$ cat src/rtl/cmbc_map.vh
/*
  Bit positions and reset values of the bus control bits held in the core
  operating mode register, plus the fixed counts of the expansion port.
  Assumes it is included by its bare name from the design file.
*/
// How it works
// stack extension in X when clear, Y when set
// trace shows internal access addresses on bus
// prioritised attributes: highest active line only
// priority off lets attribute lines combine
// async arbitration adds grant and busy synchronisers
// arbiter leaves gap between successive grants
// fast release: no added cycle
// slow release: extra cycle, busy released last
// acknowledge asserted synchronously when sync bit clear
// sync bit set synchronises acknowledge assertion
// acknowledge removal always synchronous to clock
// burst off: one word per cache miss
// burst on: up to four words per miss
// bits change only on reset or explicit write
// reset clears all seven bits
`ifndef CMBC_MAP_VH
`define CMBC_MAP_VH

`define CMBC_MODE_WIDTH 24
`define CMBC_BIT_STACK_BANK 16
`define CMBC_BIT_TRACE 15
`define CMBC_BIT_ATTR_PRIO_OFF 14
`define CMBC_BIT_ASYNC_ARB 13
`define CMBC_BIT_RELEASE_TIMING 12
`define CMBC_BIT_ACK_SYNC 11
`define CMBC_BIT_BURST 10
`define CMBC_FIELD_LSB 10
`define CMBC_FIELD_WIDTH 7
`define CMBC_FIELD_RESET 7'h00
`define CMBC_BURST_WORDS 3'h4
`define CMBC_SINGLE_WORDS 3'h1

`endif

$ cat src/rtl/cmbc_mode_bus.v
/*
  Bus control bits of the core operating mode register and the expansion
  port sequencer that they steer: arbitration, release timing, transfer
  acknowledge sampling, burst fetch on cache miss, address trace and the
  address attribute priority.
  Assumes the core writes the register only through modeWrite when an
  instruction names it as destination, and that port pins are asynchronous.
*/
`include "cmbc_map.vh"

module cmbc_mode_bus #(
  parameter ADDR_WIDTH = 24,
  parameter DATA_WIDTH = 24,
  parameter ARB_SYNC_STAGES = 2
) (
  input wire mclk, // core clock
  input wire resetn, // async reset, active low
  input wire modeWrite, // explicit write to the mode register
  input wire [`CMBC_MODE_WIDTH-1:0] modeWriteData, // value written
  output reg [`CMBC_MODE_WIDTH-1:0] coreOperatingMode, // readback
  output reg stackExtensionBankSelect, // 1: stack extension in Y space
  input wire cacheMiss, // pulse: instruction cache miss
  input wire [ADDR_WIDTH-1:0] missAddress, // program address missed
  input wire [3:0] attributeMatch, // raw attribute address matches
  input wire intAccessValid, // internal memory access this cycle
  input wire [ADDR_WIDTH-1:0] intAccessAddress, // its address
  input wire busGrantInputN, // bus grant pin, active low
  input wire busBusySignalInN, // bus busy pin level, active low
  output reg busBusySignalOutN, // bus busy drive value, active low
  output reg busBusySignalOe, // bus busy output enable
  input wire transferAcknowledgeInputN, // acknowledge pin, active low
  input wire [DATA_WIDTH-1:0] extDataIn, // external data bus
  output reg [ADDR_WIDTH-1:0] extAddress, // external address lines
  output reg extPortOe, // enable for address and strobe pins
  output reg readStrobeN, // read strobe, active low
  output reg [3:0] addressAttributeOutputs, // attribute lines, active high
  output reg [DATA_WIDTH-1:0] fetchWord, // fetched program word
  output reg fetchWordValid, // pulse: fetchWord is new
  output reg fetchDone // pulse: miss fetch finished
);

  localparam ST_IDLE = 2'h0;
  localparam ST_ARB = 2'h1;
  localparam ST_XFER = 2'h2;
  localparam ST_REL = 2'h3;

  // keep only the highest-numbered active attribute line
  function [3:0] prioPick;
    input [3:0] raw;
    begin
      if (raw[3])
        prioPick = 4'h8;
      else if (raw[2])
        prioPick = 4'h4;
      else if (raw[1])
        prioPick = 4'h2;
      else
        prioPick = {3'h0, raw[0]};
    end
  endfunction

  ////////////////////////////////////////////////////////////////////////////
  // mode bits

  reg [`CMBC_FIELD_WIDTH-1:0] ctl;
  wire traceOn = ctl[`CMBC_BIT_TRACE-`CMBC_FIELD_LSB];
  wire prioOff = ctl[`CMBC_BIT_ATTR_PRIO_OFF-`CMBC_FIELD_LSB];
  wire asyncArb = ctl[`CMBC_BIT_ASYNC_ARB-`CMBC_FIELD_LSB];
  wire slowRelease = ctl[`CMBC_BIT_RELEASE_TIMING-`CMBC_FIELD_LSB];
  wire ackSync = ctl[`CMBC_BIT_ACK_SYNC-`CMBC_FIELD_LSB];
  wire burstOn = ctl[`CMBC_BIT_BURST-`CMBC_FIELD_LSB];

  always @(posedge mclk or negedge resetn)
  begin
    if (!resetn)
      ctl <= `CMBC_FIELD_RESET;
    else if (modeWrite)
      ctl <= modeWriteData[`CMBC_BIT_STACK_BANK:`CMBC_FIELD_LSB];
  end

  always @(posedge mclk or negedge resetn)
  begin
    if (!resetn)
    begin
      coreOperatingMode <= {`CMBC_MODE_WIDTH{1'b0}};
      stackExtensionBankSelect <= 1'b0;
    end
    else
    begin
      coreOperatingMode <= {7'h00, ctl, 10'h000};
      stackExtensionBankSelect <= ctl[`CMBC_BIT_STACK_BANK-`CMBC_FIELD_LSB];
    end
  end

  ////////////////////////////////////////////////////////////////////////////
  // pin sampling

  reg grantMeta, grantPin, busyMeta, busyPin;
  reg ackMeta, ackPin, ackHeld;
  reg [DATA_WIDTH-1:0] dataMeta, dataPin;
  reg [ARB_SYNC_STAGES-1:0] grantChain, busyChain;

  always @(posedge mclk or negedge resetn)
  begin
    if (!resetn)
    begin
      grantMeta <= 1'b0;
      grantPin <= 1'b0;
      busyMeta <= 1'b0;
      busyPin <= 1'b0;
      ackMeta <= 1'b0;
      ackPin <= 1'b0;
      ackHeld <= 1'b0;
      dataMeta <= {DATA_WIDTH{1'b0}};
      dataPin <= {DATA_WIDTH{1'b0}};
      grantChain <= {ARB_SYNC_STAGES{1'b0}};
      busyChain <= {ARB_SYNC_STAGES{1'b0}};
    end
    else
    begin
      grantMeta <= ~busGrantInputN;
      grantPin <= grantMeta;
      busyMeta <= ~busBusySignalInN;
      busyPin <= busyMeta;
      ackMeta <= ~transferAcknowledgeInputN;
      ackPin <= ackMeta;
      ackHeld <= ackPin;
      dataMeta <= extDataIn;
      dataPin <= dataMeta;
      grantChain <= {grantChain[ARB_SYNC_STAGES-2:0], grantPin};
      busyChain <= {busyChain[ARB_SYNC_STAGES-2:0], busyPin};
    end
  end

  // asynchronous arbitration waits out the extra synchroniser stages;
  // the arbiter's own non-overlap gap keeps two owners apart
  wire granted = asyncArb ? grantChain[ARB_SYNC_STAGES-1] : grantPin;
  wire otherBusy = asyncArb ? busyChain[ARB_SYNC_STAGES-1] : busyPin;
  // assertion needs one more stable stage when synchronised; removal is
  // taken at once since it is clock-synchronous either way
  wire ackSeen = ackSync ? (ackPin & ackHeld) : ackPin;

  ////////////////////////////////////////////////////////////////////////////
  // port sequencer

  reg [1:0] state, next_state;
  reg [2:0] wordsLeft;
  reg ackGap;
  reg [ADDR_WIDTH-1:0] fetchAddress;
  wire lastWord = (wordsLeft == 3'h1);
  wire wordTaken = (state == ST_XFER) && ackSeen && !ackGap;

  always @*
  begin
    next_state = state;
    case (state)
      ST_IDLE:
        if (cacheMiss)
          next_state = ST_ARB;
      ST_ARB:
        if (granted && !otherBusy)
          next_state = ST_XFER;
      ST_XFER:
        if (wordTaken && lastWord)
          next_state = slowRelease ? ST_REL : ST_IDLE;
      ST_REL:
        next_state = ST_IDLE;
      default:
        next_state = ST_IDLE;
    endcase
  end

  always @(posedge mclk or negedge resetn)
  begin
    if (!resetn)
    begin
      state <= ST_IDLE;
      wordsLeft <= 3'h0;
      ackGap <= 1'b0;
      fetchAddress <= {ADDR_WIDTH{1'b0}};
      fetchWord <= {DATA_WIDTH{1'b0}};
      fetchWordValid <= 1'b0;
      fetchDone <= 1'b0;
    end
    else
    begin
      state <= next_state;
      fetchWordValid <= wordTaken;
      fetchDone <= wordTaken && lastWord;
      // strobe stays high until the old acknowledge has left the sampling
      // flops, so a held level is never taken for the next word
      ackGap <= wordTaken || (ackGap && ackPin);
      if (state == ST_IDLE && cacheMiss)
      begin
        fetchAddress <= missAddress;
        if (burstOn)
          wordsLeft <= `CMBC_BURST_WORDS - {1'b0, missAddress[1:0]};
        else
          wordsLeft <= `CMBC_SINGLE_WORDS;
      end
      else if (wordTaken)
      begin
        fetchWord <= dataPin;
        wordsLeft <= wordsLeft - 3'h1;
        fetchAddress <= fetchAddress + {{(ADDR_WIDTH-1){1'b0}}, 1'b1};
      end
    end
  end

  ////////////////////////////////////////////////////////////////////////////
  // pin drive

  wire owning = (state == ST_XFER);
  wire tracing = traceOn && intAccessValid && (state == ST_IDLE) && granted
    && !otherBusy;

  always @(posedge mclk or negedge resetn)
  begin
    if (!resetn)
    begin
      extAddress <= {ADDR_WIDTH{1'b0}};
      extPortOe <= 1'b0;
      readStrobeN <= 1'b1;
      busBusySignalOutN <= 1'b1;
      busBusySignalOe <= 1'b0;
      addressAttributeOutputs <= 4'h0;
    end
    else
    begin
      if (owning)
        extAddress <= fetchAddress;
      else if (tracing)
        extAddress <= intAccessAddress;
      extPortOe <= owning || tracing;
      readStrobeN <= !(owning && !ackGap);
      // slow release keeps busy driven one cycle past the other pins
      busBusySignalOe <= owning || (state == ST_REL);
      busBusySignalOutN <= !(owning || (state == ST_REL));
      if (owning || tracing)
        addressAttributeOutputs <= prioOff ? attributeMatch
          : prioPick(attributeMatch);
      else
        addressAttributeOutputs <= 4'h0;
    end
  end

endmodule

$ cat config.mk
export PLATFORM = sky130hd
export DESIGN_NAME = cmbc_mode_bus
export DESIGN_NICKNAME = d
export VERILOG_FILES = /design/src/rtl/cmbc_mode_bus.v
export VERILOG_INCLUDE_DIRS = /design/src /design/src/rtl
export SDC_FILE = /design/constraint.sdc
export NUM_CORES = 1
export LEC_CHECK = 0
export BUFFER_PORTS_ARGS = -buffer_cell sky130_fd_sc_hd__buf_2
export CAP_MARGIN = 10
export CORE_ASPECT_RATIO = 0.5
export CORE_MARGIN = 2
export CORE_UTILIZATION = 55
export CTS_CLUSTER_DIAMETER = 150
export DETAILED_ROUTE_END_ITERATION = 8
export PLACE_DENSITY = 0.95
export SLEW_MARGIN = 25
export SYNTH_ARGS = -nofsm -noshare
export SYNTH_HDL_FRONTEND = slang
export SYNTH_SLANG_ARGS = --single-unit
$ cat constraint.sdc
create_clock -name mclk -period 6.2 [get_ports mclk]
set_clock_uncertainty 0.1 [all_clocks]
set_input_delay 1.55 -clock mclk [delete_from_list [all_inputs] [get_ports mclk]]
set_output_delay 1.55 -clock mclk [all_outputs]
set_load 0.005 [all_outputs]
=== Word-level counts from Yosys, hierarchy flattened ===
Index checks and enable logic that the tools add are counted.

* Logic and storage cells: 85
* Output and inout bits: 83
* Flip-flop bits (word level): 162
* Input bits: 108

* Eq/ne operators: 7
* Mux-type cells: 20
* Reduce and logical (&&, ||, !) cells: 23
* Bitwise logic cells: 5
* Add/sub/neg operators: 3

{| class="wikitable"
|+ Operators with widths
! kind !! number
|-
| $mux 24 || 4
|-
| $add 24x1->24 const B || 1
|-
| $mux 3 || 4
|-
| $mux 4 || 3
|-
| $logic_and 1x1->1 || 11
|-
| $mux 2 || 5
|-
| $pmux 2 s4 || 1
|-
| $eq 2x2->1 const B || 2
|-
| $logic_not 1->1 || 4
|-
| $ne 2x2->1 const B || 2
|-
| $not 1->1 || 4
|-
| $reduce_bool 2->1 || 2
|-
| $eq 3x1->1 const B || 1
|-
| $logic_or 1x1->1 || 3
|-
| $mux 1 || 3
|-
| $reduce_and 3->1 || 1
|-
| $sub 3x1->3 const B || 1
|-
| $sub 3x2->3 const A || 1
|-
| $eq 2x1->1 const B || 1
|-
| $logic_not 2->1 || 1
|-
| $ne 2x1->1 const B || 1
|-
| $reduce_and 2->1 || 1
|-
| $and 1x1->1 || 1
|}

=== Longest topological paths before layout ===
Gate-level depths: netlist (run 1).

* Word-level depth: 7
* Mapped depth: 9
* Mapped depth without buffers: 6

=== Worst setup path before layout (run 1) ===
Ideal clock, no wire load.

* Path type: input-to-reg
* From: input intAccessValid
* To: register extAddress[10]
* Buffers on the path: 2
* Arrival: 2.440 ns
* Slack: 3.527 ns
* Stages: 6
* Library setup time: 0.133 ns
* Required time: 5.967 ns
* Cells stage by stage: nand2_1 a21oi_1 o21bai_1 clkbuf_1 clkbuf_1 a21oi_1

* Word-level cells in the longest chain between the ends: 5

{| class="wikitable"
|+ Ends and longest elaborated chain
! what !! RTL line !! source
|-
| start, declared || cmbc_mode_bus.v:25 || <nowiki>input wire intAccessValid,</nowiki>
|-
| $logic_and 1x1->1 (3 in series) || cmbc_mode_bus.v:214 || <nowiki>wire tracing = traceOn && intAccessValid && (state == ST_IDLE) && granted</nowiki>
|-
| $logic_and 1x1->1 || cmbc_mode_bus.v:215 || <nowiki>&& !otherBusy;</nowiki>
|-
| $reduce_bool 2->1 (no line) || -- ||
|-
| end signal, assigned || cmbc_mode_bus.v:221 || <nowiki>extAddress <= {ADDR_WIDTH{1'b0}};</nowiki>
|-
| end signal, assigned || cmbc_mode_bus.v:231 || <nowiki>extAddress <= fetchAddress;</nowiki>
|-
| end signal, assigned || cmbc_mode_bus.v:233 || <nowiki>extAddress <= intAccessAddress;</nowiki>
|-
| end, declared || cmbc_mode_bus.v:33 || <nowiki>output reg [ADDR_WIDTH-1:0] extAddress,</nowiki>
|}

No other way between the ends.
A chain may end at the register's enable or synchronous reset.

=== Final worst setup path (run 1) ===
* From: input intAccessValid
* To: register extAddress[20]

The elaborated chain is that of the path after synthesis.

==> flow_metrics.tcl, run 1 <==
set metrics [dict create \
    synthSimpleGateAreaFrac 0.138 \
    seq_power_share 0.458 \
    grt_setup_unrepaired "false" \
    io_pins 191 \
    finalMaxSlewViolations 0 \
    area_delta_synth_final_pct 22.3 \
    cts_buffers 17 \
    first_global_vias 4318 \
    h-tree-depth 4 \
    arrival_ps 3010 \
    clkPwrFrac 0.298 \
    cts_tree "done" \
    antenna_found_initial 0 \
    cpPeakStageDelay_ps 580 \
    hold_depth 0 \
    cts_resized 0 \
    synth-xor-area-share 0.00285 \
    viasPerCell 5.31 \
    synth_most_common_cell "dfrtp_1" \
    path_delay_family "compound AO/OA/AOI/OAI gates" \
    diodes 0 \
    end_kind "flip-flop" \
    drt-total-wl_um 13000 \
    synth_largest_area_cell "dfrtp_1" \
    root_buffer "clkbuf_16" \
    layout-drive-gt1-share 0.294 \
    ctsHoldBuffers 0 \
    core_mm2 0.0109 \
    synth_edf_count 0 \
    synthArstFlopShare 1.00 \
    power_switching_mw 1.16 \
    grt_overflow 0 \
    hpwlAfterDp_um 8730 \
    synth.top_cell.area_share 0.647 \
    max_freq_ghz 0.351 \
    die_height_um 78.7 \
    cp-start-kind "primary input" \
    synth_area_mm2 0.00615 \
    worst-endpoint-required_ps 6360 \
    route.detailed.drc 0 \
    tightest_slew_ps 855 \
    status "finished clean" \
    gr-usage-all-layers 0.222 \
    setup_ws_ps 3350 \
    drt-wirelength-per-cell_um 15.2 \
    synth_common_cells "159 x dfrtp_1, 107 x nand2_1, 37 x inv_1" \
    clk_pin_slew_worst_paths_ps 70 \
    yosys_warnings 0 \
    ys.flop_type "dfrtp_1" \
    setup_viol 0 \
    start_util 0.561 \
    worstRegToRegCells 6 \
    synth_fa_ha_area_frac 0.00814 \
    ys_ff_latch 161 \
    post-route-period-util 0.459 \
    num-nets-final 809 \
    ir_drop_mv 0.284 \
    routabilityCongestion 0.846 \
    cts_setup_buffers 0 \
    final_core_util 0.687 \
    internal_power_mw 2.31 \
    hold_viol 0 \
    leakage_nw 3.78 \
    grt_max_degree 115 \
    cpMaxStageDelayCell "nand2_1" \
    critPathBufInv 1 \
    min_path_type "flip-flop to flip-flop" \
    yosysSeqAreaShare 0.656 \
    synth_top_family_by_area "simple AND/OR/NAND/NOR gates" \
    p_comb_frac 0.244 \
    die_area_mm2 0.0121 \
    crit_type "primary input to flip-flop" \
    max_cap_violations 0 \
    rrSetupSlack_ps 3610 \
    drtPass1Iterations 5 \
    synthMuxAreaShare 0.0110 \
    clock_path_buffers 2 \
    numPortBuffers 156 \
    num_rows 27 \
    stdcell_area_mm2 0.00752 \
    first_iter_violations 482 \
    synth.area.top_cells "dfrtp_1 65%, nand2_1 6.5%, buf_4 2.6%, a21oi_1 2.4%, o22ai_1 2.3%" \
    clkLatencyLatePin_ps 410 \
    crit_fanout 24 \
    p_sw_frac 0.335 \
    maxSlewHeadroom 0.430 \
    dr_total_vias 4543 \
    die_w_um 153 \
    synth_cell_type_count 49 \
    worstPathCellList "buf_2 -> nand2_1 -> a21oi_1 -> nand2_1 -> o22ai_1 -> a21oi_1" \
    syn_avg_cell_area_um2 11.2 \
    period_minus_slack_ps 2850 \
    grt_pass1_wl_um 21300 \
    ant_nets 0 \
    place_ws_ps 2990 \
    power_density_mw_per_mm2 462 \
    synth-compound-area-share 0.112 \
    numClockSinks 161 \
    worst-path-stages 6 \
    dpl_cell_area_mm2 0.00691 \
    syn_inst 547 \
    fin_setup_tns_ps 0 \
]
-- layer usage --
layer / vias up / routed length [um] / track usage
met2: 177 / 6420 / 0.365
met3: 21 / 836 / 0.0480
met5: - / 0 / 0
li1: 2128 / - / -
met1: 2217 / 5570 / 0.300
met4: 0 / 198 / 0.0780
-- path summary, 6_finish.rpt --
| path | to | start |
|---|---|---|
| hold / removal | dataPin[11]$_DFF_PN0_ | dataMeta[11]$_DFF_PN0_ |
| min in group asynchronous | fetchWord[6]$_DFFE_PN0P_ | resetn |
| setup reg to reg | fetchAddress[21]$_DFFE_PN0P_ | state[1]$_DFFE_PN0P_ |
| max in group asynchronous | ctl[0]$_DFFE_PN0P_ | resetn |
| hold reg to reg | dataPin[11]$_DFF_PN0_ | dataMeta[11]$_DFF_PN0_ |
| setup / recovery | extAddress[20]$_DFFE_PN0P_ | intAccessValid |
-- power by group through the flow --
stage                     clock network (mW)  logic [mW]  registers [mW]
after floorplan                            0       0.520            1.56
after global placement                     0       0.803            1.58
after detailed placement                   0       0.843            1.60
after CTS                               1.05       0.853            1.59
after global routing                    1.11       0.954            1.63
final                                   1.04       0.848            1.59
-- logic make-up (layout without fill, tap and decap cells) --
| kind of cell | Yosys count | count (layout) |
|---|---|---|
| AOI/OAI and AO/OA | 109 | 109 |
| xor gates and xnor gates | 2 | 2 |
| adders and majority gates | 4 | 4 |
| buffers and inverters | 82 | 229 |
| DFF | 161 | 161 |
| muxes | 6 | 6 |
| other | 1 | 17 |
| and+or+nand+nor | 182 | 182 |
-- worst reg2reg max path, stage by stage (launching register included) --
cell and delay, ps:
dfrtp_1 450, nand2b_1 130, or4b_4 610, clkinv_8 330, nor2_2 590, o21ai_1 160, o311ai_1 110
-- layout by cell type (no fill, tap or decap), drive strengths merged, types with 6 or more instances in the layout --
cell type  count
dfrtp        159
nand3         19
mux2           6
a21oi         29
buf          158
clkbuf        18
o211ai         6
a221o          6
nand2        108
o21ai         24
inv           46
clkinv         6
o22ai         23
nor2          18
o311ai         9
conb          17
-- layout make-up --
cell class	count	area, um^2
clock inverters	15	169
repair buffers	159	812
clock buffers	17	425
fillers	806	3430
flip-flops and latches	161	4030
inverters	38	155
well taps	145	181
multi-input cells	320	1740
-- through the flow --
stage                     hold slack [ps]  power [mW]  instances
final                                 248        3.48        855
after global routing                  251        3.70        855
after CTS                             250        3.49        855
after detailed placement              235        2.45        823
after global placement                232        2.39        823
after floorplan                       231        2.08        563
-- registers in the layout (all words and copies together) (netlist names), 2 cells and up --
| name | count |
|---|---|
| fetchWord | 24 |
| state | 2 |
| extAddress | 24 |
| addressAttributeOutputs | 4 |
| coreOperatingMode | 7 |
| busyChain | 2 |
| ctl | 7 |
| dataMeta | 24 |
| wordsLeft | 3 |
| grantChain | 2 |
| fetchAddress | 24 |
| dataPin | 24 |
No activity file was read; power rests on OpenSTA's default activity.
==> inputs of run 2 (changes only) <==
--- a/config.mk
+++ b/config.mk
@@ -10,10 +10,10 @@
 export CAP_MARGIN = 10
 export CORE_ASPECT_RATIO = 0.5
 export CORE_MARGIN = 2
-export CORE_UTILIZATION = 55
+export CORE_UTILIZATION = 46
 export CTS_CLUSTER_DIAMETER = 150
 export DETAILED_ROUTE_END_ITERATION = 8
-export PLACE_DENSITY = 0.95
+export PLACE_DENSITY = 0.86
 export SLEW_MARGIN = 25
 export SYNTH_ARGS = -nofsm -noshare
 export SYNTH_HDL_FRONTEND = slang
==> constraint.sdc (replaced) <==
create_clock -name mclk -period 2.5 [get_ports mclk]
set_clock_uncertainty 0.1 [all_clocks]
set_input_delay 0.625 -clock mclk [delete_from_list [all_inputs] [get_ports mclk]]
set_output_delay 0.625 -clock mclk [all_outputs]
set_load 0.005 [all_outputs]
==> flow_metrics.tcl, run 2 (synthesis gave the netlist of run 1 again) <==
set metrics [dict create \
    viasPerCell 5.15 \
    period_minus_slack_ps 2190 \
    power_mw 8.53 \
    ctsHoldBuffers 0 \
    grt_pass1_wl_um 21600 \
    die_area_mm2 0.0144 \
    drtPass1Iterations 7 \
    leakage_nw 3.79 \
    tightest_slew_ps 637 \
    ant_nets 0 \
    root_buffer "clkbuf_16" \
    die_height_um 85.7 \
    finalMaxSlewViolations 0 \
    dp_cells 853 \
    whs_ps 54.7 \
    route.detailed.drc 8 \
    dr_total_vias 4555 \
    layout-drive-gt1-share 0.299 \
    fillCellCount 1042 \
    ir_drop_mv 0.460 \
    grt_max_degree 59 \
    antenna_found_initial 0 \
    arrival_ps 2360 \
    first_iter_violations 240 \
    clkLatencyLatePin_ps 410 \
    setup_viol 0 \
    maxSlewHeadroom 0.575 \
    cts_tree "done" \
    cts_setup_buffers 0 \
    clk_pin_slew_worst_paths_ps 70 \
    crit_fanout 36 \
    power_density_mw_per_mm2 1130 \
    cpPeakStageDelay_ps 690 \
    routabilityCongestion 0.855 \
    drt-wirelength-per-cell_um 15.1 \
    violations "DRC" \
    cpMaxStageDelayCell "or4b_4" \
    worstRegToRegCells 6 \
    die_w_um 167 \
    grt_setup_unrepaired "false" \
    min_path_type "primary input to async pin" \
    final_cells 885 \
    cp-start-kind "flip-flop" \
    post-route-period-util 0.875 \
    cts_resized 0 \
    hold_viol 0 \
    grt_overflow 0 \
    gr-usage-all-layers 0.193 \
    max_cap_violations 0 \
    worst-endpoint-required_ps 2670 \
    mostFrequentLayoutCell "dfrtp_1" \
    diodes 0 \
    numPortBuffers 156 \
    first_global_vias 4418 \
    status "complete, but fails checks" \
    drt-total-wl_um 13400 \
    core_mm2 0.0128 \
    area_delta_synth_final_pct 23.3 \
    critPathBufInv 1 \
    numClockSinks 161 \
    clock_path_buffers 2 \
    worst-path-stages 6 \
    crit_type "flip-flop to flip-flop" \
    num-nets-final 814 \
    io_pins 191 \
    fin_setup_tns_ps 0 \
    hpwlAfterDp_um 9170 \
    worstPathCellList "nand2b_1 -> or4b_4 -> clkinv_8 -> nor2_2 -> o21ai_1 -> o211ai_1" \
    max_freq_ghz 0.457 \
    start_util 0.478 \
    final_cell_mix "159 x dfrtp_1, 155 x buf_2, 107 x nand2_1" \
    num_rows 29 \
    path_delay_family "simple AND/OR/NAND/NOR gates" \
    h-tree-depth 4 \
    end_kind "flip-flop" \
    cts_buffers 17 \
]
-- run 2: cell types whose count changed in the layout (fill, tap and decap cells not counted), sizes merged --
cell,delta
buf,+6
clkinvlp,+3
inv,-2
bufinv,-1
clkbuf,-1
-- run 2: per-stage QoR --
step / setup slack (ps) / cell area, um^2 / utilization
2_1_floorplan: 511 / 6210 / -
3_3_place_gp: 366 / 7010 / 0.545
3_5_place_dp: 326 / 7010 / 0.545
4_1_cts: 317 / 7580 / 0.590
5_1_grt: 159 / 7580 / 0.590
6_report: 313 / 7580 / 0.590
-- run 2: cell type report --
class,instances,area (um^2),area share
Sequential cell,161,4030,0.532
Clock buffer,17,425,0.0561
Inverter,38,155,0.0205
Clock inverter,15,149,0.0196
Tap cell,170,213,0.0281
Multi-Input combinational cell,320,1730,0.229
Timing Repair Buffer,164,872,0.115
-- run 2: routing by layer --
metal / GRT usage / wire length, um
met4: 0.0806 / 305
met1: 0.252 / 5730
met2: 0.315 / 6530
met5: 0 / 0
met3: 0.0448 / 837
-- run 2: worst paths after layout --
check	from	endpoint	slack, ps
worst max-delay path	state[0]$_DFFE_PN0P_	fetchAddress[14]$_DFFE_PN0P_	310
min in group mclk	extDataIn[19]	dataMeta[19]$_DFF_PN0_	210
max in group asynchronous	resetn	readStrobeN$_DFF_PN1_	1550
worst min register to register	dataMeta[21]$_DFF_PN0_	dataPin[21]$_DFF_PN0_	250
worst max register to register	state[0]$_DFFE_PN0P_	fetchAddress[14]$_DFFE_PN0P_	310
worst min-delay path	resetn	dataMeta[6]$_DFF_PN0_	50
-- run 2: report_power, final --
| group | internal [mW] | switching [mW] |
|---|---|---|
| sequential | 3.36 | 0.588 |
| clock | 1.32 | 1.14 |
| combinational | 0.957 | 1.17 |
| total | 5.64 | 2.89 |
==> inputs of run 3 (changes only) <==
--- a/config.mk
+++ b/config.mk
@@ -13,7 +13,7 @@
 export CORE_UTILIZATION = 46
 export CTS_CLUSTER_DIAMETER = 150
 export DETAILED_ROUTE_END_ITERATION = 8
-export PLACE_DENSITY = 0.86
+export PLACE_DENSITY = 0.76
 export SLEW_MARGIN = 25
 export SYNTH_ARGS = -nofsm -noshare
 export SYNTH_HDL_FRONTEND = slang
==> flow_metrics.tcl, run 3 (synthesis gave the netlist of run 1 again) <==
set metrics [dict create \
    status "complete, but fails checks" \
    violations "DRC" \
    route.detailed.drc 10 \
    core_mm2 0.0128 \
    grt_max_degree 49 \
    cp-start-kind "flip-flop" \
    cts_setup_buffers 0 \
    die_w_um 167 \
    worst-endpoint-required_ps 2690 \
    drt-total-wl_um 13200 \
    post-route-period-util 0.880 \
    hold_viol 0 \
    drtPass1Iterations 6 \
    num-nets-final 816 \
    dr_total_vias 4449 \
    final_cell_mix "159 x dfrtp_1, 155 x buf_2, 107 x nand2_1" \
    setup_viol 0 \
    end_kind "flip-flop" \
    crit_fanout 6 \
    clock_path_buffers 2 \
    max_freq_ghz 0.454 \
    antenna_found_initial 1 \
    finalMaxSlewViolations 0 \
    hpwlAfterDp_um 9180 \
    arrival_ps 2390 \
    period_minus_slack_ps 2200 \
    cts_buffers 17 \
    diodes 0 \
    viasPerCell 5.02 \
    max_cap_violations 0 \
    tightest_slew_ps 621 \
    cts_tree "done" \
    use_met2 0.308 \
    ir_drop_mv 0.450 \
    die_area_mm2 0.0144 \
    root_buffer "clkbuf_16" \
    grtUsageMet3 0.0406 \
    h-tree-depth 4 \
    ant_nets 0 \
    io_pins 191 \
    layout-drive-gt1-share 0.301 \
    clkLatencyLatePin_ps 420 \
    gr-usage-all-layers 0.192 \
    power_density_mw_per_mm2 1130 \
    min_path_type "primary input to async pin" \
    cts_resized 0 \
    grt_overflow 0 \
    first_iter_violations 236 \
    maxSlewHeadroom 0.586 \
    grt_pass1_wl_um 21700 \
    whs_ps 14.9 \
    start_util 0.478 \
    numPortBuffers 156 \
    routabilityCongestion 0.859 \
    numClockSinks 161 \
    busiest_layer "met2" \
    clk_pin_slew_worst_paths_ps 70 \
    drt-wirelength-per-cell_um 14.9 \
    grt_setup_unrepaired "false" \
    die_height_um 85.7 \
    mostFrequentLayoutCell "dfrtp_1" \
    area_delta_synth_final_pct 23.8 \
    first_global_vias 4382 \
    leakage_nw 3.81 \
    fin_setup_tns_ps 0 \
    ctsHoldBuffers 0 \
    num_rows 29 \
    grtUsageMet1 0.267 \
    crit_type "flip-flop to flip-flop" \
]
-- run 3: cell types whose count changed in the layout (fill, tap and decap cells not counted) --
| cell | before | now |
|---|---|---|
| clkinv_2 | 1 | 0 |
| buf_4 | 6 | 8 |
| inv_8 | 4 | 6 |
| clkinv_8 | 3 | 4 |
| inv_6 | 3 | 1 |
-- run 3: cell type report --
type                    instances  area [um^2]
well taps                     170          213
clock buffers                  17          425
inverters                      38          155
multi-input cells             320         1730
clock inverters                15          165
repair buffers                166          887
flip-flops and latches        161         4030
fillers                      1106         5230
-- run 3: layer usage --
layer | share of wire | wire length, um
met5 | 0.00053 | 7
met1 | 0.46 | 6050
met3 | 0.055 | 721
met2 | 0.48 | 6300
met4 | 0.011 | 148
-- run 3: power by group --
group / internal, mW / leakage, nW / switching (mW) / total [mW]
clock: 1.34 / 0.280 / 1.19 / 2.53
combinational: 0.965 / 1.60 / 1.14 / 2.11
sequential: 3.36 / 1.93 / 0.590 / 3.95
-- run 3: metrics by stage --
stage	utilization	instance area (um^2)	power, mW	worst slack (ps)	cells
after global routing	0.593	7610	9.15	126	887
after global placement	0.547	7020	5.98	415	855
final	0.593	7610	8.59	299	887
after floorplan	-	6210	5.17	511	563
after detailed placement	0.547	7020	6.10	360	855
after CTS	0.593	7610	8.65	337	887
-- run 3: worst paths after layout --
check	depth (start not counted)	slack [ps]	startpoint	end
min	1	10	resetn	fetchWord[0]$_DFFE_PN0P_
max	6	300	fetchAddress[0]$_DFFE_PN0P_	fetchAddress[20]$_DFFE_PN0P_
min reg2reg	0	250	dataMeta[16]$_DFF_PN0_	dataPin[16]$_DFF_PN0_
max in group asynchronous	2	1570	resetn	busBusySignalOutN$_DFF_PN1_
min in group mclk	1	200	extDataIn[13]	dataMeta[13]$_DFF_PN0_
max reg2reg	6	300	fetchAddress[0]$_DFFE_PN0P_	fetchAddress[20]$_DFFE_PN0P_
-- run 3: critical path, cell delays in order, from the launching register on --
cell and delay, ps:
dfrtp_1 460, ha_1 250, nand4_1 180, nor4_1 580, nand3_2 190, o211ai_1 200
o311ai_1 120
